===== src/fifo_status_pkg.sv =====
package fifo_status_pkg;

    // ------------------------------------------------------------
    // Register map
    // ------------------------------------------------------------
    localparam logic [11:0] STATUS_FLUSH_ADDR = 12'h84C;
    localparam logic [11:0] CONTROL_ADDR = 12'h900;
    localparam logic [15:0] STATUS_RESET = 16'h0000;

    // ------------------------------------------------------------
    // Field positions
    // ------------------------------------------------------------
    localparam int FLUSH_ALL_BIT = 10;
    localparam int MASTER_FLUSH_BIT = 9;
    localparam int SLAVE_FLUSH_BIT = 8;
    localparam int MRX_LSB = 6;
    localparam int MTX_LSB = 4;
    localparam int SRX_LSB = 2;
    localparam int STX_LSB = 0;
    localparam int SEL_LSB = 0;

    // ------------------------------------------------------------
    // FIFO shape and occupancy codes
    // ------------------------------------------------------------
    localparam int DEPTH = 2;
    localparam int NUM_IDS = 4;
    localparam int NUM_FIFOS = 8;
    localparam logic [1:0] COUNT_EMPTY = 2'h0;
    localparam logic [1:0] COUNT_ONE = 2'h1;
    localparam logic [1:0] COUNT_TWO = 2'h2;

    // FIFO index map: 0 master rx, 1 master tx, 2 slave rx, 3 slave tx, 4..7 id fifos
    localparam int IDX_MRX = 0;
    localparam int IDX_MTX = 1;
    localparam int IDX_SRX = 2;
    localparam int IDX_STX = 3;
    localparam int IDX_ID0 = 4;

    typedef struct packed {
        logic valid;
        logic [7:0] data;
    } byte_beat_t;

endpackage


===== src/i2c_fifo_status_flush.sv =====
// Implementation choices: the APB interface to the registers and the register addresses.
`timescale 1ns/1ps
module i2c_fifo_status_flush (
    input wire logic ref_clk_i,
    input wire logic rst_i,
    input wire logic psel,
    input wire logic penable,
    input wire logic pwrite,
    input wire logic [11:0] paddr,
    input wire logic [31:0] pwdata,
    output logic [31:0] prdata,
    output logic pready,
    output logic pslverr,
    input wire logic per_address_fifo_enable_i,
    input wire logic arb_lost_i,
    input wire logic nack_i,
    input wire fifo_status_pkg::byte_beat_t push_i [8],
    output logic push_ready_o [8],
    output fifo_status_pkg::byte_beat_t pop_o [8],
    input wire logic pop_ready_i [8],
    output logic master_flush_needed_o
);

    // ------------------------------------------------------------
    // Register state
    // ------------------------------------------------------------
    logic flush_all_q;
    logic master_flush_q;
    logic slave_flush_q;
    logic [1:0] sel_q;
    logic flush_needed_q;
    logic [31:0] prdata_q;
    logic pready_q;
    logic pslverr_q;
    logic [1:0] count_q [8];
    logic [7:0] mem_q [8][2];
    logic flush_w [8];
    logic access_w;
    logic commit_w;

    // Decode: true for a completed write to the given word
    function automatic logic wr_hit(input logic [11:0] a, input logic [11:0] target,
                                    input logic s, input logic e, input logic w);
        return s && e && w && (a == target);
    endfunction

    assign access_w = psel && penable && !pready_q;
    // Writes land only on the edge where the master sees pready high
    assign commit_w = psel && penable && pready_q;

    // Control bits; flush bits sit in the status word, the selector alone in the control word
    always_ff @(posedge ref_clk_i) begin
        if (rst_i) begin
            flush_all_q <= 1'b0;
            master_flush_q <= 1'b0;
            slave_flush_q <= 1'b0;
            sel_q <= 2'h0;
        end else if (wr_hit(paddr, fifo_status_pkg::STATUS_FLUSH_ADDR, commit_w, 1'b1, pwrite)) begin
            flush_all_q <= pwdata[fifo_status_pkg::FLUSH_ALL_BIT];
            master_flush_q <= pwdata[fifo_status_pkg::MASTER_FLUSH_BIT];
            slave_flush_q <= pwdata[fifo_status_pkg::SLAVE_FLUSH_BIT];
        end else if (wr_hit(paddr, fifo_status_pkg::CONTROL_ADDR, commit_w, 1'b1, pwrite)) begin
            sel_q <= pwdata[fifo_status_pkg::SEL_LSB +: 2];
        end
    end

    // Sticky hint that the master FIFO needs flushing; set wins over clear
    always_ff @(posedge ref_clk_i) begin
        if (rst_i) begin
            flush_needed_q <= 1'b0;
        end else if (arb_lost_i || nack_i) begin
            flush_needed_q <= 1'b1;
        end else if (master_flush_q) begin
            flush_needed_q <= 1'b0;
        end
    end

    // Flush steering per FIFO; held while the flush bit stays set
    always_comb begin
        for (int k = 0; k < fifo_status_pkg::NUM_FIFOS; k++) begin
            flush_w[k] = 1'b0;
        end
        flush_w[fifo_status_pkg::IDX_MTX] = master_flush_q;
        // Only meaningful without ID mode; gated so it cannot hit ID FIFOs
        flush_w[fifo_status_pkg::IDX_STX] = slave_flush_q && !per_address_fifo_enable_i;
        for (int k = 0; k < fifo_status_pkg::NUM_IDS; k++) begin
            flush_w[fifo_status_pkg::IDX_ID0 + k] = flush_all_q && per_address_fifo_enable_i;
        end
    end

    // ------------------------------------------------------------
    // Two-entry FIFOs
    // ------------------------------------------------------------
    genvar g;
    generate
        for (g = 0; g < fifo_status_pkg::NUM_FIFOS; g++) begin : g_fifo
            logic push_en;
            logic do_push;
            logic do_pop;
            if (g >= fifo_status_pkg::IDX_ID0) begin : g_id
                // ID FIFOs load only from the selected identity
                assign push_en = per_address_fifo_enable_i
                    && (sel_q == 2'(g - fifo_status_pkg::IDX_ID0));
            end else begin : g_plain
                assign push_en = 1'b1;
            end
            assign do_push = push_i[g].valid && push_ready_o[g];
            assign do_pop = pop_o[g].valid && pop_ready_i[g];

            // Occupancy stays 0..2; the reserved code is unreachable
            always_ff @(posedge ref_clk_i) begin
                if (rst_i || flush_w[g]) begin
                    count_q[g] <= fifo_status_pkg::COUNT_EMPTY;
                end else if (do_push && !do_pop) begin
                    count_q[g] <= count_q[g] + 2'h1;
                end else if (do_pop && !do_push) begin
                    count_q[g] <= count_q[g] - 2'h1;
                end
            end

            // Data shifts down on pop; push lands at next free slot
            always_ff @(posedge ref_clk_i) begin
                if (rst_i) begin
                    mem_q[g][0] <= 8'h00;
                    mem_q[g][1] <= 8'h00;
                end else begin
                    if (do_pop) begin
                        mem_q[g][0] <= mem_q[g][1];
                    end
                    if (do_push) begin
                        if (do_pop) begin
                            mem_q[g][count_q[g] == fifo_status_pkg::COUNT_TWO ? 1 : 0]
                                <= push_i[g].data;
                        end else begin
                            mem_q[g][count_q[g][0]] <= push_i[g].data;
                        end
                    end
                end
            end

            // Registered handshakes; ready only follows a cycle in which the FIFO was empty
            always_ff @(posedge ref_clk_i) begin
                if (rst_i) begin
                    push_ready_o[g] <= 1'b0;
                    pop_o[g] <= '0;
                end else begin
                    push_ready_o[g] <= push_en && !flush_w[g]
                        && (count_q[g] == fifo_status_pkg::COUNT_EMPTY);
                    pop_o[g].valid <= !flush_w[g] && !do_pop
                        && (count_q[g] != fifo_status_pkg::COUNT_EMPTY);
                    pop_o[g].data <= mem_q[g][0];
                end
            end
        end
    endgenerate

    // ------------------------------------------------------------
    // APB slave, one wait state
    // ------------------------------------------------------------
    always_ff @(posedge ref_clk_i) begin
        if (rst_i) begin
            pready_q <= 1'b0;
            pslverr_q <= 1'b0;
            prdata_q <= 32'h0000_0000;
        end else begin
            pready_q <= access_w;
            pslverr_q <= 1'b0;
            prdata_q <= 32'h0000_0000;
            if (access_w) begin
                if (paddr == fifo_status_pkg::STATUS_FLUSH_ADDR) begin
                    if (!pwrite) begin
                        prdata_q[fifo_status_pkg::FLUSH_ALL_BIT] <= flush_all_q;
                        prdata_q[fifo_status_pkg::MRX_LSB +: 2] <=
                            count_q[fifo_status_pkg::IDX_MRX];
                        prdata_q[fifo_status_pkg::MTX_LSB +: 2] <=
                            count_q[fifo_status_pkg::IDX_MTX];
                        prdata_q[fifo_status_pkg::SRX_LSB +: 2] <=
                            count_q[fifo_status_pkg::IDX_SRX];
                        prdata_q[fifo_status_pkg::STX_LSB +: 2] <=
                            count_q[fifo_status_pkg::IDX_STX];
                    end
                end else if (paddr == fifo_status_pkg::CONTROL_ADDR) begin
                    if (!pwrite) begin
                        prdata_q[fifo_status_pkg::SEL_LSB +: 2] <= sel_q;
                    end
                end else begin
                    pslverr_q <= 1'b1; // Unmapped word
                end
            end
        end
    end

    assign prdata = prdata_q;
    assign pready = pready_q;
    assign pslverr = pslverr_q;
    assign master_flush_needed_o = flush_needed_q;

endmodule


===== config.mk =====
export PLATFORM = sky130hd
export DESIGN_NAME = i2c_fifo_status_flush
export DESIGN_NICKNAME = d
export VERILOG_FILES = /design/src/fifo_status_pkg.sv /design/src/i2c_fifo_status_flush.sv
export SDC_FILE = /design/constraint.sdc
export NUM_CORES = 1
export LEC_CHECK = 0
export ABC_AREA = 1
export BUFFER_PORTS_ARGS = -buffer_cell sky130_fd_sc_hd__buf_2
export CORE_MARGIN = 3
export CORE_UTILIZATION = 55
export CTS_CLUSTER_DIAMETER = 30
export CTS_CLUSTER_SIZE = 12
export DETAILED_ROUTE_END_ITERATION = 10
export MAX_ROUTING_LAYER = met4
export PLACE_DENSITY = 0.82
export SLEW_MARGIN = 20
export SYNTH_ARGS = -nofsm -noshare
export SYNTH_HDL_FRONTEND = slang
export SYNTH_SLANG_ARGS = --single-unit

===== constraint.sdc =====
create_clock -name ref_clk_i -period 3.1 [get_ports ref_clk_i]
set_clock_uncertainty 0.05 [all_clocks]
set_input_delay 0.62 -clock ref_clk_i [delete_from_list [all_inputs] [get_ports ref_clk_i]]
set_output_delay 0.62 -clock ref_clk_i [all_outputs]
set_load 0.1 [all_outputs]

==> run_results.csv <==
group,metric,value,unit
detailed_routing,via_per_inst,4.90,
die,die-area,19800,um2
detailed_routing,firstDrtPassIters,4,
clock_network,numCtsBuffers,47,
critical_path,criticalPathCategory,"reg -> reg",
placement,portBuffers,196,
placement,placed_area,11100,um2
detailed_routing,wl_per_cell,13.6,um
sta,setup_viol_count_final,0,
worst_hold_path,min_from,"arb_lost_i",
clock_network,ctsLongestPathBuffers,3,
sta,slew_headroom,49.9,%
final_layout,layout_commonest_cell,"buf_2",
final_layout,drive_gt1_share,25.7,%
die,die_h,141,um
detailed_routing,drt-initial-drc-count,331,
sta,max_freq,456,MHz
critical_path,rr_startpoint,"pop_o[8]",
die,io_pins,247,
critical_path,rrSetupSlack,0.91,ns
final_layout,design_area,12800,um2
final_layout,multi_input_area,2730,um2
sta,hold_violations,0,
synth,synth_xor_area_share,0,%
global_route,antenna_found_initial,0,
global_route,grt_pass1_vias,7408,
clock_network,clock-sinks,241,
synth,ys_seq_area_share,62.9,%
die,start_util,56.8,%
sta,final.min_clock_period,2.19,ns
placement,gp_congestion,0.828,
synth,ys_warn_count,0,
synth,synthCells,1024,
power_and_ir_drop,p_leak,6.16,nW
synth,ys_types,34,
die,core_area,17500,um2
synth,avgSynthCellArea,9.73,um2
final_layout,final_util,72.9,%
power_and_ir_drop,swShare,25.2,%
synth,netlist_area,9960,um2
synth,synth_fa_ha_area_share,1.76,%
sta,period_share,70.7,%
power_and_ir_drop,p_per_area,783,nW/um2
sta,drv_slew,0,
clock_network,htree_num_levels,2,
detailed_routing,drc,0,
run_status,outcome,"complete, no violations",
worst_hold_path,min_path_type,"in -> reg",
global_route,grt_pass1_wl,33.9,mm
synth,synth-compound-area-share,4.65,%
sta,worstMarginPinSlew,0.749,ns
global_route,track_usage,21.5,%
detailed_routing,antenna_left,0,
power_and_ir_drop,p_sw,2.53,mW
critical_path,crit_path_start,"pop_o[8]",
global_route,grt_max_degree,57,
power_and_ir_drop,clkPwrFrac,53.5,%
clock_network,clk_pin_slew_worst_paths,0.05,ns
synth,synth_seq_cells,241,
critical_path,reg2reg_to,"mem_q[1][63]",
power_and_ir_drop,pwr-share-seq,36.3,%
final_layout,diodes,0,
clock_network,tritoncts,"done",
sta,finalSetupTns,0,ns
die,rows,48,
power_and_ir_drop,cell_internal_pwr,7.49,mW
synth,synth_simple_gate_area_share,20.1,%
critical_path,endpoint_kind,"flip-flop",
global_route,grt_remaining_overflow,0,
worst_hold_path,worstHoldPathCells,3,
final_layout,syn2layout_area_growth,28.4,%
critical_path,start_kind,"flip-flop",
power_and_ir_drop,vdd_drop_max,682,uV
synth,synthMuxAreaShare,0,%
clock_network,clock_latency,0.52,ns
detailed_routing,vias,7455,
critical_path,rr_worst_depth,6,
synth,synth_top_family_by_area,"simple AND/OR/NAND/NOR gates",
clock_network,cts_setup_buffers,0,
critical_path,cp.required,3.41,ns
worst_hold_path,min_to,"master_flush_needed_o",
power_and_ir_drop,pwr-share-comb,10.2,%
final_layout,layout.nets,1402,
run,max_cap_violations,0,
sta,rsz0062_at_grt,"false",
placement,dp_hpwl,14.2,mm
clock_network,post_cts_resized,0,
die,die_w,141,um
critical_path,arrival,2.50,ns
final_layout,final_cell_mix,"buf_2, nor2_1, inv_1",
clock_network,ctsHoldBuffers,0,
final_layout,ff_latch_area,6270,um2
final_layout,nFillCells,1282,
critical_path,worstPathMaxFanout,11,
clock_network,cts_root_buf,"clkbuf_16",
detailed_routing,drt-total-wl,20.6,mm
Yosys cell counts (all sizes together):
library cell  count  area (um2)
inv             201         759
nor2            198         786
edfxtp          144        4320
nand2           126         508
dfxtp            97        1940
nand3            90         455
o21ai            70         410
buf              38         275
ha               14         175
nand3b           13         123
a21oi             9        45.0
nor3              7        57.6
nand4             6        37.5
clkbuf            2        7.51
nor3b             2        15.0
nor4              2        12.5
a211oi            1        7.51
and2              1        6.26
and3              1        6.26
clkinv            1        5.00
conb              1        3.75
per-layer routing:
metal / global-route usage (%) / vias to the layer above / part of all wire [%]
met2: 37.1 / 274 / 51
li1: - / 3701 / -
met5: - / - / 0
met1: 24.4 / 3422 / 40
met4: 8.52 / 0 / 2.8
met3: 4.58 / 58 / 6.7
power groups by stage:
| stage | combinational (mW) | sequential (mW) | clock, mW |
|---|---|---|---|
| after floorplan | 0.403 | 4.12 | 0 |
| after global placement | 1.00 | 3.69 | 0 |
| after CTS | 1.02 | 3.64 | 5.43 |
| after global routing | 1.08 | 3.65 | 5.60 |
| after detailed placement | 1.01 | 3.69 | 0 |
| final | 1.02 | 3.64 | 5.36 |
per-stage QoR:
stage / hold WS [ns] / setup WS (ns) / power (mW) / cells
global placement: 0.378 / 0.482 / 4.69 / 1432
CTS: 0.322 / 0.936 / 10.1 / 1520
detailed placement: 0.388 / 0.437 / 4.71 / 1432
finish: 0.339 / 0.909 / 10.0 / 1520
global route: 0.346 / 0.664 / 10.3 / 1520
floorplan: 0.371 / 0.807 / 4.52 / 1046
area by class of cell:
type,instances,share of cell area (%)
repair buffers,201,8.08
clock inverters,28,3.18
well taps,225,2.20
clock buffers,60,10.2
inverters,202,5.98
multi-input cells,563,21.4
flip-flops and latches,241,49.0
registers in the layout, indices dropped and copies added (netlist names):
name,cells
prdata,9
push_ready_o,8
mem_q,128
flush_all_q,1
pready,1
slave_flush_q,1
pop_o,72
sel_q,2
pslverr,1
master_flush_needed_o,1
master_flush_q,1
count_q,16
kinds of logic after synthesis:
logic type	after synthesis
flip-flops	241
AND/OR/NAND/NOR	446
AO/OA/AOI/OAI	80
buffers and inverters	242
adder cells (fa/ha/maj)	14
other	1
worst max-delay path: stages (launching register included):
cell      delay [ns]
dfxtp_1         0.32
nand2_1         0.14
nor2_1          0.61
nand3b_1        0.46
nand2_1         0.19
inv_2           0.09
o21ai_0         0.17
how the worst max path moves through the flow:
stage,endpoint,slack [ns]
after global routing,mem_q[1][59],0.66
final,mem_q[1][63],0.91
after detailed placement,mem_q[1][8],0.44
after CTS,mem_q[1][63],0.94
after floorplan,mem_q[1][16],0.81
after global placement,mem_q[1][8],0.48
No activity file was read; power rests on OpenSTA's default activity.
